===== src/rtl/alert_routing_map.svh =====
// Offsets, field positions, reset values and timing counts of the
// alert routing block. Assumes an APB register bus of 8 address bits.
`ifndef ALERT_ROUTING_MAP_SVH
`define ALERT_ROUTING_MAP_SVH

`define ADDR_W              8
`define FIRST_ROUTE_OFF     8'h24
`define SECOND_ROUTE_OFF    8'h28
`define IRQ_STATUS_OFF      8'h30
`define IRQ_MASK_OFF        8'h34

`define ROUTE_W             24
`define ROUTE_RESET         24'h000000
`define FIRST_ROUTE_MASK    24'h00000e
`define SECOND_ROUTE_MASK   24'hfffffe
`define SOURCE_MASK         24'hfffffc
`define BIT_ACC_FULL        3
`define BIT_COUNT_FULL      2
`define BIT_CONV_PULSE      1

`define IRQ_W               3
`define IRQ_CONV            0
`define IRQ_PIN1            1
`define IRQ_PIN2            2
`define IRQ_RESET           3'h0

`define PULSE_TIME_NS       5000
`define CLK_PERIOD_NS       100
`define PULSE_CYCLES        (`PULSE_TIME_NS / `CLK_PERIOD_NS)
`define PULSE_CNT_W         8

`endif


===== src/rtl/alert_routing_pkg.sv =====
// Types shared by the alert routing block.
// Assumes the constants header is on the include path.
`include "alert_routing_map.svh"

package alert_routing_pkg;

  typedef logic [`ROUTE_W-1:0] route_type;
  typedef logic [`IRQ_W-1:0]   irq_type;

  typedef enum logic [2:0] {
    SEL_NONE   = 3'b000,
    SEL_FIRST  = 3'b001,
    SEL_SECOND = 3'b010,
    SEL_STATUS = 3'b011,
    SEL_MASK   = 3'b100
  } reg_sel_type;

endpackage : alert_routing_pkg


===== src/rtl/alert_pin_routing.sv =====
// Alert pin routing of a four-channel current and power monitor.
// Assumes an APB master on pclk, condition and enable vectors from
// the measurement core, and pin function bits from elsewhere.
//
// The APB slave port was decided locally.
`timescale 1ns/100ps
`include "alert_routing_map.svh"

module alert_pin_routing
  import alert_routing_pkg::*;
#(
  parameter int PULSE_CYCLES = `PULSE_CYCLES
)(
  input  wire logic               pclk,
  input  wire logic               presetn,
  input  wire logic               psel,
  input  wire logic               penable,
  input  wire logic               pwrite,
  input  wire logic [`ADDR_W-1:0] paddr,
  input  wire logic [31:0]        pwdata,
  output logic      [31:0]        prdata,
  output logic                    pready,
  output logic                    pslverr,
  input  wire logic               conv_done,
  input  wire logic [23:0]        alert_src,
  input  wire logic [23:0]        alert_enable,
  input  wire logic               pin1_alert_mode,
  input  wire logic               pin2_alert_mode,
  input  wire logic               pin1_in,
  output logic                    pin1_out,
  output logic                    pin1_oe_n,
  output logic                    slow_sample,
  input  wire logic               gpio_out_req,
  input  wire logic               gpio_oe_n_req,
  output logic                    pin2_out,
  output logic                    pin2_oe_n,
  output logic                    irq
);

  // ----------------------------------------
  // Register decode
  // ----------------------------------------
  reg_sel_type              sel;
  route_type                first_route;
  route_type                second_route;
  irq_type                  irq_status;
  irq_type                  irq_mask;
  logic [31:0]              read_value;
  logic                     wr;

  always_comb begin
    sel        = SEL_NONE;
    read_value = 32'h00000000;
    unique case (paddr)
      `FIRST_ROUTE_OFF: begin
        sel        = SEL_FIRST;
        read_value = {8'h00, first_route};
      end
      `SECOND_ROUTE_OFF: begin
        sel        = SEL_SECOND;
        read_value = {8'h00, second_route};
      end
      `IRQ_STATUS_OFF: begin
        sel        = SEL_STATUS;
        read_value = {29'h0, irq_status};
      end
      `IRQ_MASK_OFF: begin
        sel        = SEL_MASK;
        read_value = {29'h0, irq_mask};
      end
      default: begin
        sel        = SEL_NONE;
        read_value = 32'h00000000;
      end
    endcase
  end

  // Zero wait states; read data is caught in the setup cycle
  assign pready  = psel & penable;
  assign pslverr = psel & penable & (sel == SEL_NONE);
  assign wr      = psel & penable & pwrite & (sel != SEL_NONE);

  always_ff @(posedge pclk or negedge presetn) begin
    if (!presetn) begin
      prdata <= 32'h00000000;
    end else if (psel && !penable && !pwrite) begin
      prdata <= read_value;
    end
  end

  // ----------------------------------------
  // Routing registers
  // ----------------------------------------
  // bit 0 never stored
  always_ff @(posedge pclk or negedge presetn) begin
    if (!presetn) begin
      first_route <= `ROUTE_RESET;
    end else if (wr && sel == SEL_FIRST) begin
      first_route <= pwdata[23:0] & `FIRST_ROUTE_MASK;
    end
  end

  always_ff @(posedge pclk or negedge presetn) begin
    if (!presetn) begin
      second_route <= `ROUTE_RESET;
    end else if (wr && sel == SEL_SECOND) begin
      second_route <= pwdata[23:0] & `SECOND_ROUTE_MASK;
    end
  end

  // ----------------------------------------
  // Conversion-complete pulse timer
  // ----------------------------------------
  // One timer serves both pins so their pulses match exactly
  localparam logic [`PULSE_CNT_W-1:0] PULSE_LOAD = PULSE_CYCLES[`PULSE_CNT_W-1:0];
  logic [`PULSE_CNT_W-1:0]  pulse_cnt;
  logic                     pulse_active;

  always_ff @(posedge pclk or negedge presetn) begin
    if (!presetn) begin
      pulse_cnt <= '0;
    end else if (conv_done) begin
      pulse_cnt <= PULSE_LOAD;
    end else if (pulse_cnt != '0) begin
      pulse_cnt <= pulse_cnt - 1'b1;
    end
  end

  assign pulse_active = (pulse_cnt != '0);

  // ----------------------------------------
  // Alert combining
  // ----------------------------------------
  // per-source enable vector gates sources
  route_type                live_src;
  logic                     next_alert1;
  logic                     next_alert2;
  logic                     alert1;
  logic                     alert2;

  assign live_src = alert_src & alert_enable & `SOURCE_MASK;

  assign next_alert1 = pin1_alert_mode &
                       ((first_route[`BIT_ACC_FULL] & live_src[`BIT_ACC_FULL]) |
                        (first_route[`BIT_COUNT_FULL] & live_src[`BIT_COUNT_FULL]) |
                        (first_route[`BIT_CONV_PULSE] & pulse_active));

  assign next_alert2 = pin2_alert_mode &
                       ((|(second_route & live_src)) |
                        (second_route[`BIT_CONV_PULSE] & pulse_active));

  always_ff @(posedge pclk or negedge presetn) begin
    if (!presetn) begin
      alert1 <= 1'b0;
      alert2 <= 1'b0;
    end else begin
      alert1 <= next_alert1;
      alert2 <= next_alert2;
    end
  end

  // ----------------------------------------
  // Pin drivers
  // ----------------------------------------
  // Open drain: pulls low while asserted
  assign pin1_out  = 1'b0;
  assign pin1_oe_n = ~alert1;

  always_ff @(posedge pclk or negedge presetn) begin
    if (!presetn) begin
      slow_sample <= 1'b0;
    end else begin
      slow_sample <= pin1_alert_mode ? 1'b0 : pin1_in;
    end
  end

  always_ff @(posedge pclk or negedge presetn) begin
    if (!presetn) begin
      pin2_out  <= 1'b0;
      pin2_oe_n <= 1'b1;
    end else if (pin2_alert_mode) begin
      pin2_out  <= 1'b0;
      pin2_oe_n <= ~next_alert2;
    end else begin
      pin2_out  <= gpio_out_req;
      pin2_oe_n <= gpio_oe_n_req;
    end
  end

  // ----------------------------------------
  // Interrupt status and mask
  // ----------------------------------------
  irq_type                  irq_events;
  irq_type                  irq_clear;

  assign irq_events = {next_alert2 & ~alert2, next_alert1 & ~alert1, conv_done};
  assign irq_clear  = (wr && sel == SEL_STATUS) ? pwdata[`IRQ_W-1:0] : `IRQ_RESET;

  // Set beats a same-cycle clear so no event is lost
  always_ff @(posedge pclk or negedge presetn) begin
    if (!presetn) begin
      irq_status <= `IRQ_RESET;
    end else begin
      irq_status <= (irq_status & ~irq_clear) | irq_events;
    end
  end

  always_ff @(posedge pclk or negedge presetn) begin
    if (!presetn) begin
      irq_mask <= `IRQ_RESET;
    end else if (wr && sel == SEL_MASK) begin
      irq_mask <= pwdata[`IRQ_W-1:0];
    end
  end

  assign irq = |(irq_status & irq_mask);
endmodule : alert_pin_routing


===== config.mk =====
export PLATFORM = sky130hd
export DESIGN_NAME = alert_pin_routing
export DESIGN_NICKNAME = d
export VERILOG_FILES = /design/src/rtl/alert_routing_pkg.sv /design/src/rtl/alert_pin_routing.sv
export VERILOG_INCLUDE_DIRS = /design/src /design/src/rtl
export SDC_FILE = /design/constraint.sdc
export NUM_CORES = 1
export LEC_CHECK = 0
export BUFFER_PORTS_ARGS = -buffer_cell sky130_fd_sc_hd__buf_4
export CELL_PAD_IN_SITES_DETAIL_PLACEMENT = 1
export CELL_PAD_IN_SITES_GLOBAL_PLACEMENT = 2
export CORE_ASPECT_RATIO = 1.1
export CORE_MARGIN = 10
export CORE_UTILIZATION = 31
export CTS_CLUSTER_DIAMETER = 150
export DETAILED_ROUTE_END_ITERATION = 8
export PLACE_DENSITY_LB_ADDON = 0.1
export SLEW_MARGIN = 20
export SYNTH_ARGS = -nofsm -noshare
export SYNTH_HDL_FRONTEND = slang
export SYNTH_SLANG_ARGS = --single-unit

===== constraint.sdc =====
create_clock -name pclk -period 3.1 [get_ports pclk]
set_input_delay 0.465 -clock pclk [delete_from_list [all_inputs] [get_ports pclk]]
set_output_delay 0.465 -clock pclk [all_outputs]
set_load 0.005 [all_outputs]

==> impl_metrics.tcl <==
set metrics [dict create \
    status "completed" \
    antenna_found_initial 0 \
    maxCapViolations 0 \
    critPathRequiredTime_ps 3330 \
    path_max_fanout 5 \
    cts_sinks 69 \
    diodes 0 \
    p_leak_nw 2.252 \
    die_area_sq_um 14550 \
    fin_crit_sh_pct 65.14 \
    p_per_area_nw_per_um2 471.4 \
    synth_seq_cells 69 \
    final_max_slew_viol_count 0 \
    dp_cells 492 \
    critPathCaptureType "flop" \
    synthArstFlopShare_pct 100.0 \
    hold_path.class "primary input to async pin" \
    row_count 38 \
    area_growth_pct 38.60 \
    synth_warnings 0 \
    netlist_top_cells_area "dfrtp_1, mux2_1, a22o_1" \
    synth_edf_count 0 \
    clock_skew_ps 11.10 \
    hold_slack_ps 231.9 \
    cts_hold_buf 0 \
    cts_setup_buffers 0 \
    grt_pass1_wl_mm 15.15 \
    routed-via-count 2466 \
    dieHeight_microns 125.5 \
    drc 0 \
    h-tree-depth 3 \
    clkTransAtPathRegs_ps 80 \
    cp_top_family "simple AND/OR/NAND/NOR gates" \
    max_freq_mhz 495.2 \
    grt_overflow 0 \
    netlist-cell-type-count 47 \
    synth_top_area_share_pct 54.23 \
    start_util_pct 31.73 \
    die_w_microns 115.9 \
    drt_iter0_markers 104 \
    rr_worst_depth 7 \
    cts_root_buf "clkbuf_8" \
    min_period_ps 2019 \
    rsz0062_at_grt "false" \
    path_class "flop to flop" \
    ant_nets 0 \
    layout-drive-gt1-share_pct 39.95 \
    max_slew.worst_pin.slew_ps 895.6 \
    place_hpwl_mm 7.518 \
    place.gp.congestion 0.7548 \
    postSynthAreaPerCell_sq_um 11.98 \
    critPathLaunchType "flop" \
    path_buf_inv 1 \
    clock_latency_ps 340 \
    routedWlPerCell_microns 19.10 \
    grt_max_degree 70 \
    wl_mm 9.703 \
    timing.reg2reg.setup_slack_ps 1080 \
    final_nets 484 \
    r2r_end "irq_status[2]$_DFF_PN0_" \
    final_cell_mix "buf_4, dfrtp_1, a22o_1" \
    arrival_ps 2250 \
    path_cells "inv_1 > ha_1 > nor2b_2 > nand3_2 > o21ai_1 > or4b_4 > a32o_2" \
    critPathSlowestCell "or4b_4" \
    core_region_area_sq_um 9889 \
    slowest_delay_ps 490 \
    ir_worst_vdd_mv 0.2156 \
    synth_largest_area_cell "dfrtp_1" \
    reg2reg_from "pulse_cnt[0]$_DFFE_PN0P_" \
    layout_commonest_cell "buf_4" \
    max_slew_margin_pct 40.30 \
    numCtsBuffers 9 \
    finalNonFillerCells 508 \
    port_buffers 117 \
    track_usage_pct 13.25 \
    grt_pass1_vias 2698 \
    yosysSeqAreaShare_pct 55.06 \
    final_core_utilization_pct 43.98 \
    cts_tree "done" \
    drtPass1Iterations 4 \
    setup_tns_ps 0 \
    post_cts_resized 0 \
    yosys_most_used_dff "dfrtp_1" \
    clock_path_buffers 2 \
    netlist_area_sq_um 3138 \
    viasPerCell 4.854 \
    finalPower_mw 2.050 \
    finalSetupViolCount 0 \
    netlist_instances 262 \
    io_pins 139 \
    timing.final.hold_violations 0 \
]
[flip-flops by register name (all words and copies together) (netlist names)]
name          count
second_route     23
alert1            1
pin2_out          1
irq_status        3
irq_mask          3
pin2_oe_n         1
pulse_cnt         8
prdata           24
slow_sample       1
alert2            1
first_route       3
[how the worst max path moves through the flow]
stage | from | endpoint | slack, ps | cells after the start
after global placement | paddr[7] | irq_status[2]$_DFF_PN0_ | 900 | 6
after detailed placement | paddr[7] | irq_status[2]$_DFF_PN0_ | 910 | 6
after global routing | pulse_cnt[0]$_DFFE_PN0P_ | irq_status[2]$_DFF_PN0_ | 960 | 7
final | pulse_cnt[0]$_DFFE_PN0P_ | irq_status[2]$_DFF_PN0_ | 1080 | 7
after CTS | pulse_cnt[0]$_DFFE_PN0P_ | irq_status[2]$_DFF_PN0_ | 1060 | 7
after floorplan | pulse_cnt[0]$_DFFE_PN0P_ | irq_status[2]$_DFF_PN0_ | 1280 | 7
[Yosys cell counts (3+ instances only)]
master and count:
and3_1 11, clkbuf_1 4, mux2_1 23, nor2_1 14, o21ai_0 3, nor2b_1 4
buf_2 3, a31oi_1 12, nand3_1 8, buf_4 11, a22o_1 25, nand4_1 4
mux2i_1 5, xor2_1 3, inv_1 8, nand2b_1 3, dfrtp_1 68, nand2_1 12
mux2_2 7, xnor2_1 3
[cell families after synthesis]
family	after synthesis	synth area share, %
other	1	0.1195
DFF	69	55.06
muxes	35	12.36
AOI/OAI and AO/OA	49	12.36
buffers and inverters	28	4.784
xor gates and xnor gates	6	1.675
and+or+nand+nor	72	12.84
adders and majority gates	2	0.7973
[area by class of cell]
cell class,instances,area (sq um)
fill,1126,5540
sequential,69,1728
multi-input combinational,173,1290
timing repair buffer,121,908.4
tap,120,150.1
clock buffer,10,127.6
clock inverter,6,111.4
inverter,9,33.78
[power breakdown]
part           switching [mW]  internal [mW]
clock network           0.354          0.535
registers              0.0268          0.927
logic                  0.0892          0.118
[stage by stage]
stage	setup slack [ps]	cell area (sq um)
after floorplan	1280	3168
after global placement	895.6	4110
after detailed placement	907.8	4110
after CTS	1064	4349
after global routing	957.9	4349
final	1081	4349
[routing by layer]
layer	part of all wire, %	up-vias	global-route usage [%]
li1	-	1175	-
met1	43	1219	15.96
met2	49	67	21.91
met3	7.9	5	4.926
met4	0.55	0	2.874
met5	0	-	0
[worst register-to-register path: stages (launching register included)]
cell and delay, ps:
dfrtp_1 380, inv_1 110, ha_1 150, nor2b_2 190, nand3_2 150, o21ai_1 170, or4b_4 490, a32o_2 280
Note: power is estimated with default switching activity, not from simulation.
